File: src/reset_cause_pkg.sv
// Purpose: Shared constants for the reset-cause flag block.
// Assumes: 32-bit APB data, one aligned word per register.
// Notes:   The three cause flags and the interrupt bits share one layout.
package reset_cause_pkg;

    localparam int          REG_W         = 8;

    // Byte addresses of the registers.
    localparam logic [11:0] CAUSE_OFFSET  = 12'h000;
    localparam logic [11:0] IRQ_OFFSET    = 12'h004;
    localparam logic [11:0] MASK_OFFSET   = 12'h008;

    // Bit positions of the cause flags.
    localparam int          PIN_BIT       = 0;
    localparam int          WD_BIT        = 1;
    localparam int          WAKE_BIT      = 2;

    // Bits that exist; all others read as zero.
    localparam logic [7:0]  USED_BITS     = 8'h07;

    // Reset values.
    localparam logic [7:0]  CAUSE_RESET   = 8'h00;
    localparam logic [7:0]  IRQ_RESET     = 8'h00;
    localparam logic [7:0]  MASK_RESET    = 8'h00;

    // APB answer phase states.
    typedef enum logic [1:0] {
        BUS_IDLE = 2'b00,
        BUS_WAIT = 2'b01,
        BUS_DONE = 2'b11
    } bus_state_e;

endpackage

File: src/reset_source_flags.sv
// Purpose: Records why the device last restarted, readable over APB.
// Assumes: Event inputs are one-cycle pulses synchronous to pclk.
// Notes:   presetn stands for power-on reset and clears every flag.
//
// What this block does
// - A recovery from stop state sets the wake flag.
// - Wake and watchdog flags both set means the watchdog caused the wake.
// - Power-on reset, or watchdog time-out outside stop, clears wake flag.
// - Reading the status register clears the wake flag.
// - A watchdog time-out sets the watchdog flag.
// - Power-on reset clears the watchdog flag.
// - A wake from stop by an input pin change clears watchdog flag.
// - A reset from the external reset pin sets the external flag.
// - Power-on reset or pin-change wake from stop clears external flag.
// - Reading the status register also clears watchdog and external flags.
`timescale 1ns/10ps
module reset_source_flags #(
    parameter int ADDR_W = 12
) (
    input  wire logic              pclk,
    input  wire logic              presetn,
    input  wire logic              psel,
    input  wire logic              penable,
    input  wire logic              pwrite,
    input  wire logic [ADDR_W-1:0] paddr,
    input  wire logic [31:0]       pwdata,
    input  wire logic [3:0]        pstrb,
    output logic      [31:0]       prdata,
    output logic                   pready,
    output logic                   pslverr,
    input  wire logic              stop_recovery,
    input  wire logic              wake_from_pin,
    input  wire logic              in_stop_mode,
    input  wire logic              watchdog_timeout,
    input  wire logic              pin_reset_seen,
    output logic                   irq,
    output logic                   wake_flag,
    output logic                   watchdog_timeout_flag,
    output logic                   external_pin_reset_flag
);

    reset_cause_pkg::bus_state_e state;
    reset_cause_pkg::bus_state_e next_state;

    logic [7:0]  cause_q;
    logic [7:0]  irq_q;
    logic [7:0]  mask;
    logic [7:0]  cause_set;
    logic [7:0]  cause_clr;
    logic [7:0]  irq_clr;
    logic [31:0] rd_data;
    logic [31:0] next_prdata;
    logic        next_pready;
    logic        next_pslverr;
    logic        next_irq;

    wire [11:0] addr12   = 12'(paddr);
    wire        hit_cause = addr12 == reset_cause_pkg::CAUSE_OFFSET;
    wire        hit_irq   = addr12 == reset_cause_pkg::IRQ_OFFSET;
    wire        hit_mask  = addr12 == reset_cause_pkg::MASK_OFFSET;
    wire        hit_any   = hit_cause | hit_irq | hit_mask;
    wire        access    = psel & penable;
    wire        capture   = access & (state == reset_cause_pkg::BUS_IDLE);
    wire        done      = access & pready;
    wire        wr_ok     = done & pwrite & hit_any & pstrb[0];
    wire        rd_clear  = capture & ~pwrite & hit_cause;
    wire        pin_wake  = stop_recovery & wake_from_pin;
    wire        wd_run    = watchdog_timeout & ~in_stop_mode;

    // Wake flag raised by any stop recovery; a watchdog wake also
    // raises the watchdog flag, so both read one together.
    always_comb
    begin
        cause_set = '0;
        cause_set[reset_cause_pkg::WAKE_BIT] = stop_recovery;
        cause_set[reset_cause_pkg::WD_BIT]   = watchdog_timeout;
        cause_set[reset_cause_pkg::PIN_BIT]  = pin_reset_seen;
    end

    always_comb
    begin
        cause_clr = '0;
        cause_clr[reset_cause_pkg::WAKE_BIT] = rd_clear | wd_run;
        cause_clr[reset_cause_pkg::WD_BIT]   = rd_clear | pin_wake;
        cause_clr[reset_cause_pkg::PIN_BIT]  = rd_clear | pin_wake;
    end

    // Power-on reset clears every cause flag; sets win over clears.
    sticky_flag #(
        .W         (reset_cause_pkg::REG_W),
        .RESET_VAL (reset_cause_pkg::CAUSE_RESET)
    ) u_cause (
        .clk   (pclk),
        .rst_n (presetn),
        .set   (cause_set & reset_cause_pkg::USED_BITS),
        .clr   (cause_clr),
        .q     (cause_q)
    );

    assign wake_flag               = cause_q[reset_cause_pkg::WAKE_BIT];
    assign watchdog_timeout_flag   = cause_q[reset_cause_pkg::WD_BIT];
    assign external_pin_reset_flag = cause_q[reset_cause_pkg::PIN_BIT];

    // Interrupt status: same layout, cleared by writing a one.
    assign irq_clr = (wr_ok & hit_irq) ? pwdata[7:0] : 8'h00;

    sticky_flag #(
        .W         (reset_cause_pkg::REG_W),
        .RESET_VAL (reset_cause_pkg::IRQ_RESET)
    ) u_irq (
        .clk   (pclk),
        .rst_n (presetn),
        .set   (cause_set & reset_cause_pkg::USED_BITS),
        .clr   (irq_clr),
        .q     (irq_q)
    );

    assign next_irq = |(irq_q & mask);

    // Read data mux; unused positions are zero.
    assign rd_data = hit_cause ? {24'h000000, cause_q}
                   : hit_irq   ? {24'h000000, irq_q}
                   : hit_mask  ? {24'h000000, mask}
                   : 32'h00000000;

    // One wait state: data is captured, then pready answers.
    always_comb
    begin
        next_state = state;
        unique case (state)
            reset_cause_pkg::BUS_IDLE:
                if (access)
                    next_state = reset_cause_pkg::BUS_WAIT;
            reset_cause_pkg::BUS_WAIT:
                next_state = reset_cause_pkg::BUS_DONE;
            reset_cause_pkg::BUS_DONE:
                next_state = reset_cause_pkg::BUS_IDLE;
            default:
                next_state = reset_cause_pkg::BUS_IDLE;
        endcase
    end

    assign next_pready  = state == reset_cause_pkg::BUS_IDLE && access;
    assign next_prdata  = capture ? (pwrite ? 32'h00000000 : rd_data)
                                  : prdata;
    assign next_pslverr = capture & ~hit_any;

    always_ff @(posedge pclk or negedge presetn)
    begin
        if (!presetn)
        begin
            state   <= reset_cause_pkg::BUS_IDLE;
            pready  <= 1'b0;
            prdata  <= 32'h00000000;
            pslverr <= 1'b0;
        end
        else
        begin
            state   <= next_state;
            pready  <= next_pready;
            prdata  <= next_prdata;
            pslverr <= next_pslverr;
        end
    end

    always_ff @(posedge pclk or negedge presetn)
    begin
        if (!presetn)
        begin
            mask <= reset_cause_pkg::MASK_RESET;
            irq  <= 1'b0;
        end
        else
        begin
            if (wr_ok && hit_mask)
                mask <= pwdata[7:0] & reset_cause_pkg::USED_BITS;
            irq <= next_irq;
        end
    end
endmodule // reset_source_flags

File: src/sticky_flag.sv
// Purpose: A row of sticky flags that a set pulse raises and a clear drops.
// Assumes: Set and clear are synchronous to clk.
// Notes:   A set in the same cycle as a clear wins, so no event is lost.
`timescale 1ns/10ps
module sticky_flag #(
    parameter int             W         = 8,
    parameter logic [W-1:0]   RESET_VAL = '0
) (
    input  wire logic         clk,
    input  wire logic         rst_n,
    input  wire logic [W-1:0] set,
    input  wire logic [W-1:0] clr,
    output logic      [W-1:0] q
);

    logic [W-1:0] next_q;

    assign next_q = set | (q & ~clr);

    always_ff @(posedge clk or negedge rst_n)
    begin
        if (!rst_n)
            q <= RESET_VAL;
        else
            q <= next_q;
    end

endmodule // sticky_flag

File: config.mk
export PLATFORM = sky130hd
export DESIGN_NAME = reset_source_flags
export DESIGN_NICKNAME = d
export VERILOG_FILES = /design/src/reset_cause_pkg.sv /design/src/reset_source_flags.sv /design/src/sticky_flag.sv
export SDC_FILE = /design/constraint.sdc
export NUM_CORES = 1
export LEC_CHECK = 0
export BUFFER_PORTS_ARGS = -buffer_cell sky130_fd_sc_hd__buf_2
export CORE_MARGIN = 2
export CORE_UTILIZATION = 40
export CTS_CLUSTER_DIAMETER = 150
export DETAILED_ROUTE_END_ITERATION = 8
export PLACE_DENSITY = 0.79
export SLEW_MARGIN = 10
export SYNTH_ARGS = -nofsm -noshare
export SYNTH_HDL_FRONTEND = slang
export SYNTH_SLANG_ARGS = --single-unit
export TNS_END_PERCENT = 1
File: constraint.sdc
create_clock -name pclk -period 1.7 [get_ports pclk]
set_input_delay 0.17 -clock pclk [delete_from_list [all_inputs] [get_ports pclk]]
set_output_delay 0.17 -clock pclk [all_outputs]
set_load 0.02 [all_outputs]
==> run summary <==
Status = complete, no violations
Maximum operating frequency = 591 MHz
DPL Wire Length = 1940 microns
Synthesized area per cell = 11.2 sq um
R2r worst-path depth = 4
Post-Syn Instances = 118
Placeable Area = 3100 sq um
ANT cells = 0
Setup CP Type = reg2reg
Filler cell count = 305
GRT Util Overall = 14.4%
Full die area = 3780 sq um
Util after Layout = 50.7%
Die width = 61.5 microns
First-pass GRT wire length = 3880 microns
TritonCTS clock tree = yes
Iter 0 DRT Violations = 12
Crit-path cells = nand4bb_1 -> or2_1 -> or4_4 -> a31o_1
Relative slew margins = 62.1%
Total Power = 1.18 mW
Die Y = 61.5 microns
Seq/Total Area, Yosys = 51.1%
VDD IR max = 394 uV
Slowest cell delay on critical path = 0.46 ns
TritonCTS buffer count = 3
Area leader, netlist = dfrtp_1
Port Buffer Count = 44
Synth area leaders = dfrtp_1, buf_4, a22o_1
Hold Crit Class = in2reg
Tcrit/Tclk final = 99.5%
Share of synthesized registers carrying an async set or reset = 100%
Post-Route WL = 2510 microns
Routed length per instance = 11.8 microns
Crit path time final = 1.69 ns
Initial Util = 42.6%
Nets@finish = 228
Top cells by count, synth = dfrtp_1, buf_4, a22o_1, nor2_1, inv_1
Synth unique cells = 27
CTS sink count = 27
Top-count cell post-synth = dfrtp_1
PwrDens = 752 nW/um^2
Num rows = 20
Crit path depth = 4
Critical path's slowest cell = or4_4
Worst Tran Pin Value = 0.568 ns
CTS H-tree lvls = 1
Req. time, crit path = 1.92 ns
Synth Cell Area = 1320 sq um
Residual DRC = 0
Critical Path Start Type = register
Total of max-cap violations = 0
Final clock skew = 0.00381 ns
Slew Viols, Final = 0
Final GP Congestion = 0.773
Clock transition at path regs = 0.14 ns
Largest net degree at the start of global routing = 28
Vias per cell = 4.49
CTS Root Cell = clkbuf_4
Initial antenna violation count = 0
Most frequently used flop master after synthesis = dfrtp_1
Post-synth top area share = 51.1%
P&R area growth vs syn = 19.1%
Vias in the first global route = 843
Count of final setup violators = 0
Post-synth EDFFs = 0
Setup slack at placement = 0.0497 ns
Io pins = 96
Final worst slack = 0.00800 ns
RSZ-0062 raised after global routing = true
CP endpoint kind = register
Max Root-Sink Buffers = 2
Vias = 957
Later-pin clock latency in the skew report = 0.31 ns
Hold WS = 0.0180 ns
CP Data Arrival Time = 1.91 ns
Warnings from Yosys = 0
DRT Pass-1 Iters = 4
Delay-heaviest family, CP = simple AND/OR/NAND/NOR gates
Flops & latches, synth = 27
Final Hold Fails = 0
Share of cells above drive strength 1 = 34.9%
Crit Path Max Fanout = 3
Post-DRT Antenna Nets = 0
Leakage Power = 0.830 nW
Worst Hold Depth = 2
Crit path buf inv count = 0
Grt ovf = 0
## state kept, by name (all words and copies together) (netlist names)
signal and flops:
prdata 8, u_irq.q 8, mask 3, u_cause.q 3, state 2, irq 1
pready 1, pslverr 1
## placed cells by master, fill, tap and decap left out
cell,netlist,layout
dfrtp_1,27,27
buf_4,24,4
mux2i_1,3,3
a222oi_1,1,1
nor2_1,8,7
dlygate4sd3_1,0,2
a21boi_0,5,5
o21ai_0,3,3
and3_1,1,1
mux2_2,3,3
nor2_2,0,1
nand3_1,1,1
a21oi_1,2,2
nor4_4,2,2
nor2b_1,3,3
a22o_1,8,8
buf_2,0,44
nand2_1,5,5
a31o_1,3,3
nand2b_1,1,1
inv_1,6,6
nand3_2,1,1
or2_1,1,1
nand4bb_1,1,1
clkbuf_4,0,3
clkbuf_1,2,1
or4_4,1,1
nor3b_1,1,1
conb_1,1,24
nand4_1,1,1
a31oi_1,3,3
## final cells by class
class | count | area [sq um] | share of cell area, %
Clock buffer | 4 | 26.3 | 1.67
Sequential cell | 27 | 676 | 42.9
Inverter | 6 | 22.5 | 1.43
Tap cell | 44 | 55.1 | 3.50
Multi-Input combinational cell | 82 | 524 | 33.3
Timing Repair Buffer | 50 | 270 | 17.2
## logic make-up (layout without fill, tap and decap cells)
logic type,after synthesis,after routing,share of synthesized area (%)
buf+inv,32,60,15.9
flops,27,27,51.1
simple gates,27,27,13.6
compound gates,25,25,14.2
mux,6,6,4.83
other cells,1,24,0.284
## worst paths after layout
path,startpoint,end,slack (ns)
setup / recovery,state[1]$_DFFE_PN0P_,u_cause.q[1]$_DFF_PN0_,0.008
hold / removal,pwdata[3],u_irq.q[3]$_DFF_PN0_,0.02
setup reg to reg,state[1]$_DFFE_PN0P_,u_cause.q[1]$_DFF_PN0_,0.008
hold reg to reg,state[1]$_DFFE_PN0P_,state[1]$_DFFE_PN0P_,0.46
max in group asynchronous,presetn,prdata[0]$_DFFE_PN0P_,0.97
min in group asynchronous,presetn,u_cause.q[1]$_DFF_PN0_,0.36
## through the flow
| step | setup TNS, ns | area, sq um | std cells |
|---|---|---|---|
| after floorplan | 0 | 1410 | 141 |
| after global placement | 0 | 1520 | 206 |
| after detailed placement | 0 | 1520 | 206 |
| after CTS | 0 | 1550 | 211 |
| after global routing | -0.119 | 1570 | 213 |
| final | 0 | 1570 | 213 |
## worst register-to-register path, cell delays in order, from the launching register on
cell and delay [ns]:
dfrtp_1 0.42, nand4bb_1 0.20, or2_1 0.28, or4_4 0.46, a31o_1 0.24
## timing repair
item / 4_1_cts / 5_1_grt
hold buffers: 1 / 1
resized for setup: 0 / 1
setup endpoints to repair: 0 / 3
buffers inserted: 0 / 1
hold endpoints to repair: 27 / 1
## power breakdown
part,switching (mW),internal [mW],total (mW)
Clock,0.175,0.0917,0.266
Combinational,0.139,0.0786,0.218
Sequential,0.0217,0.677,0.699
Total,0.336,0.848,1.18
## metal layers
metal | global-route usage (%) | share of wire, % | vias up
li1 | - | - | 466
met1 | 18.4 | 43 | 443
met2 | 23.1 | 47 | 44
met3 | 3.99 | 8.7 | 4
met4 | 6.38 | 1.5 | 0
met5 | 0 | 0 | -
(Power assumes the default switching activity.)
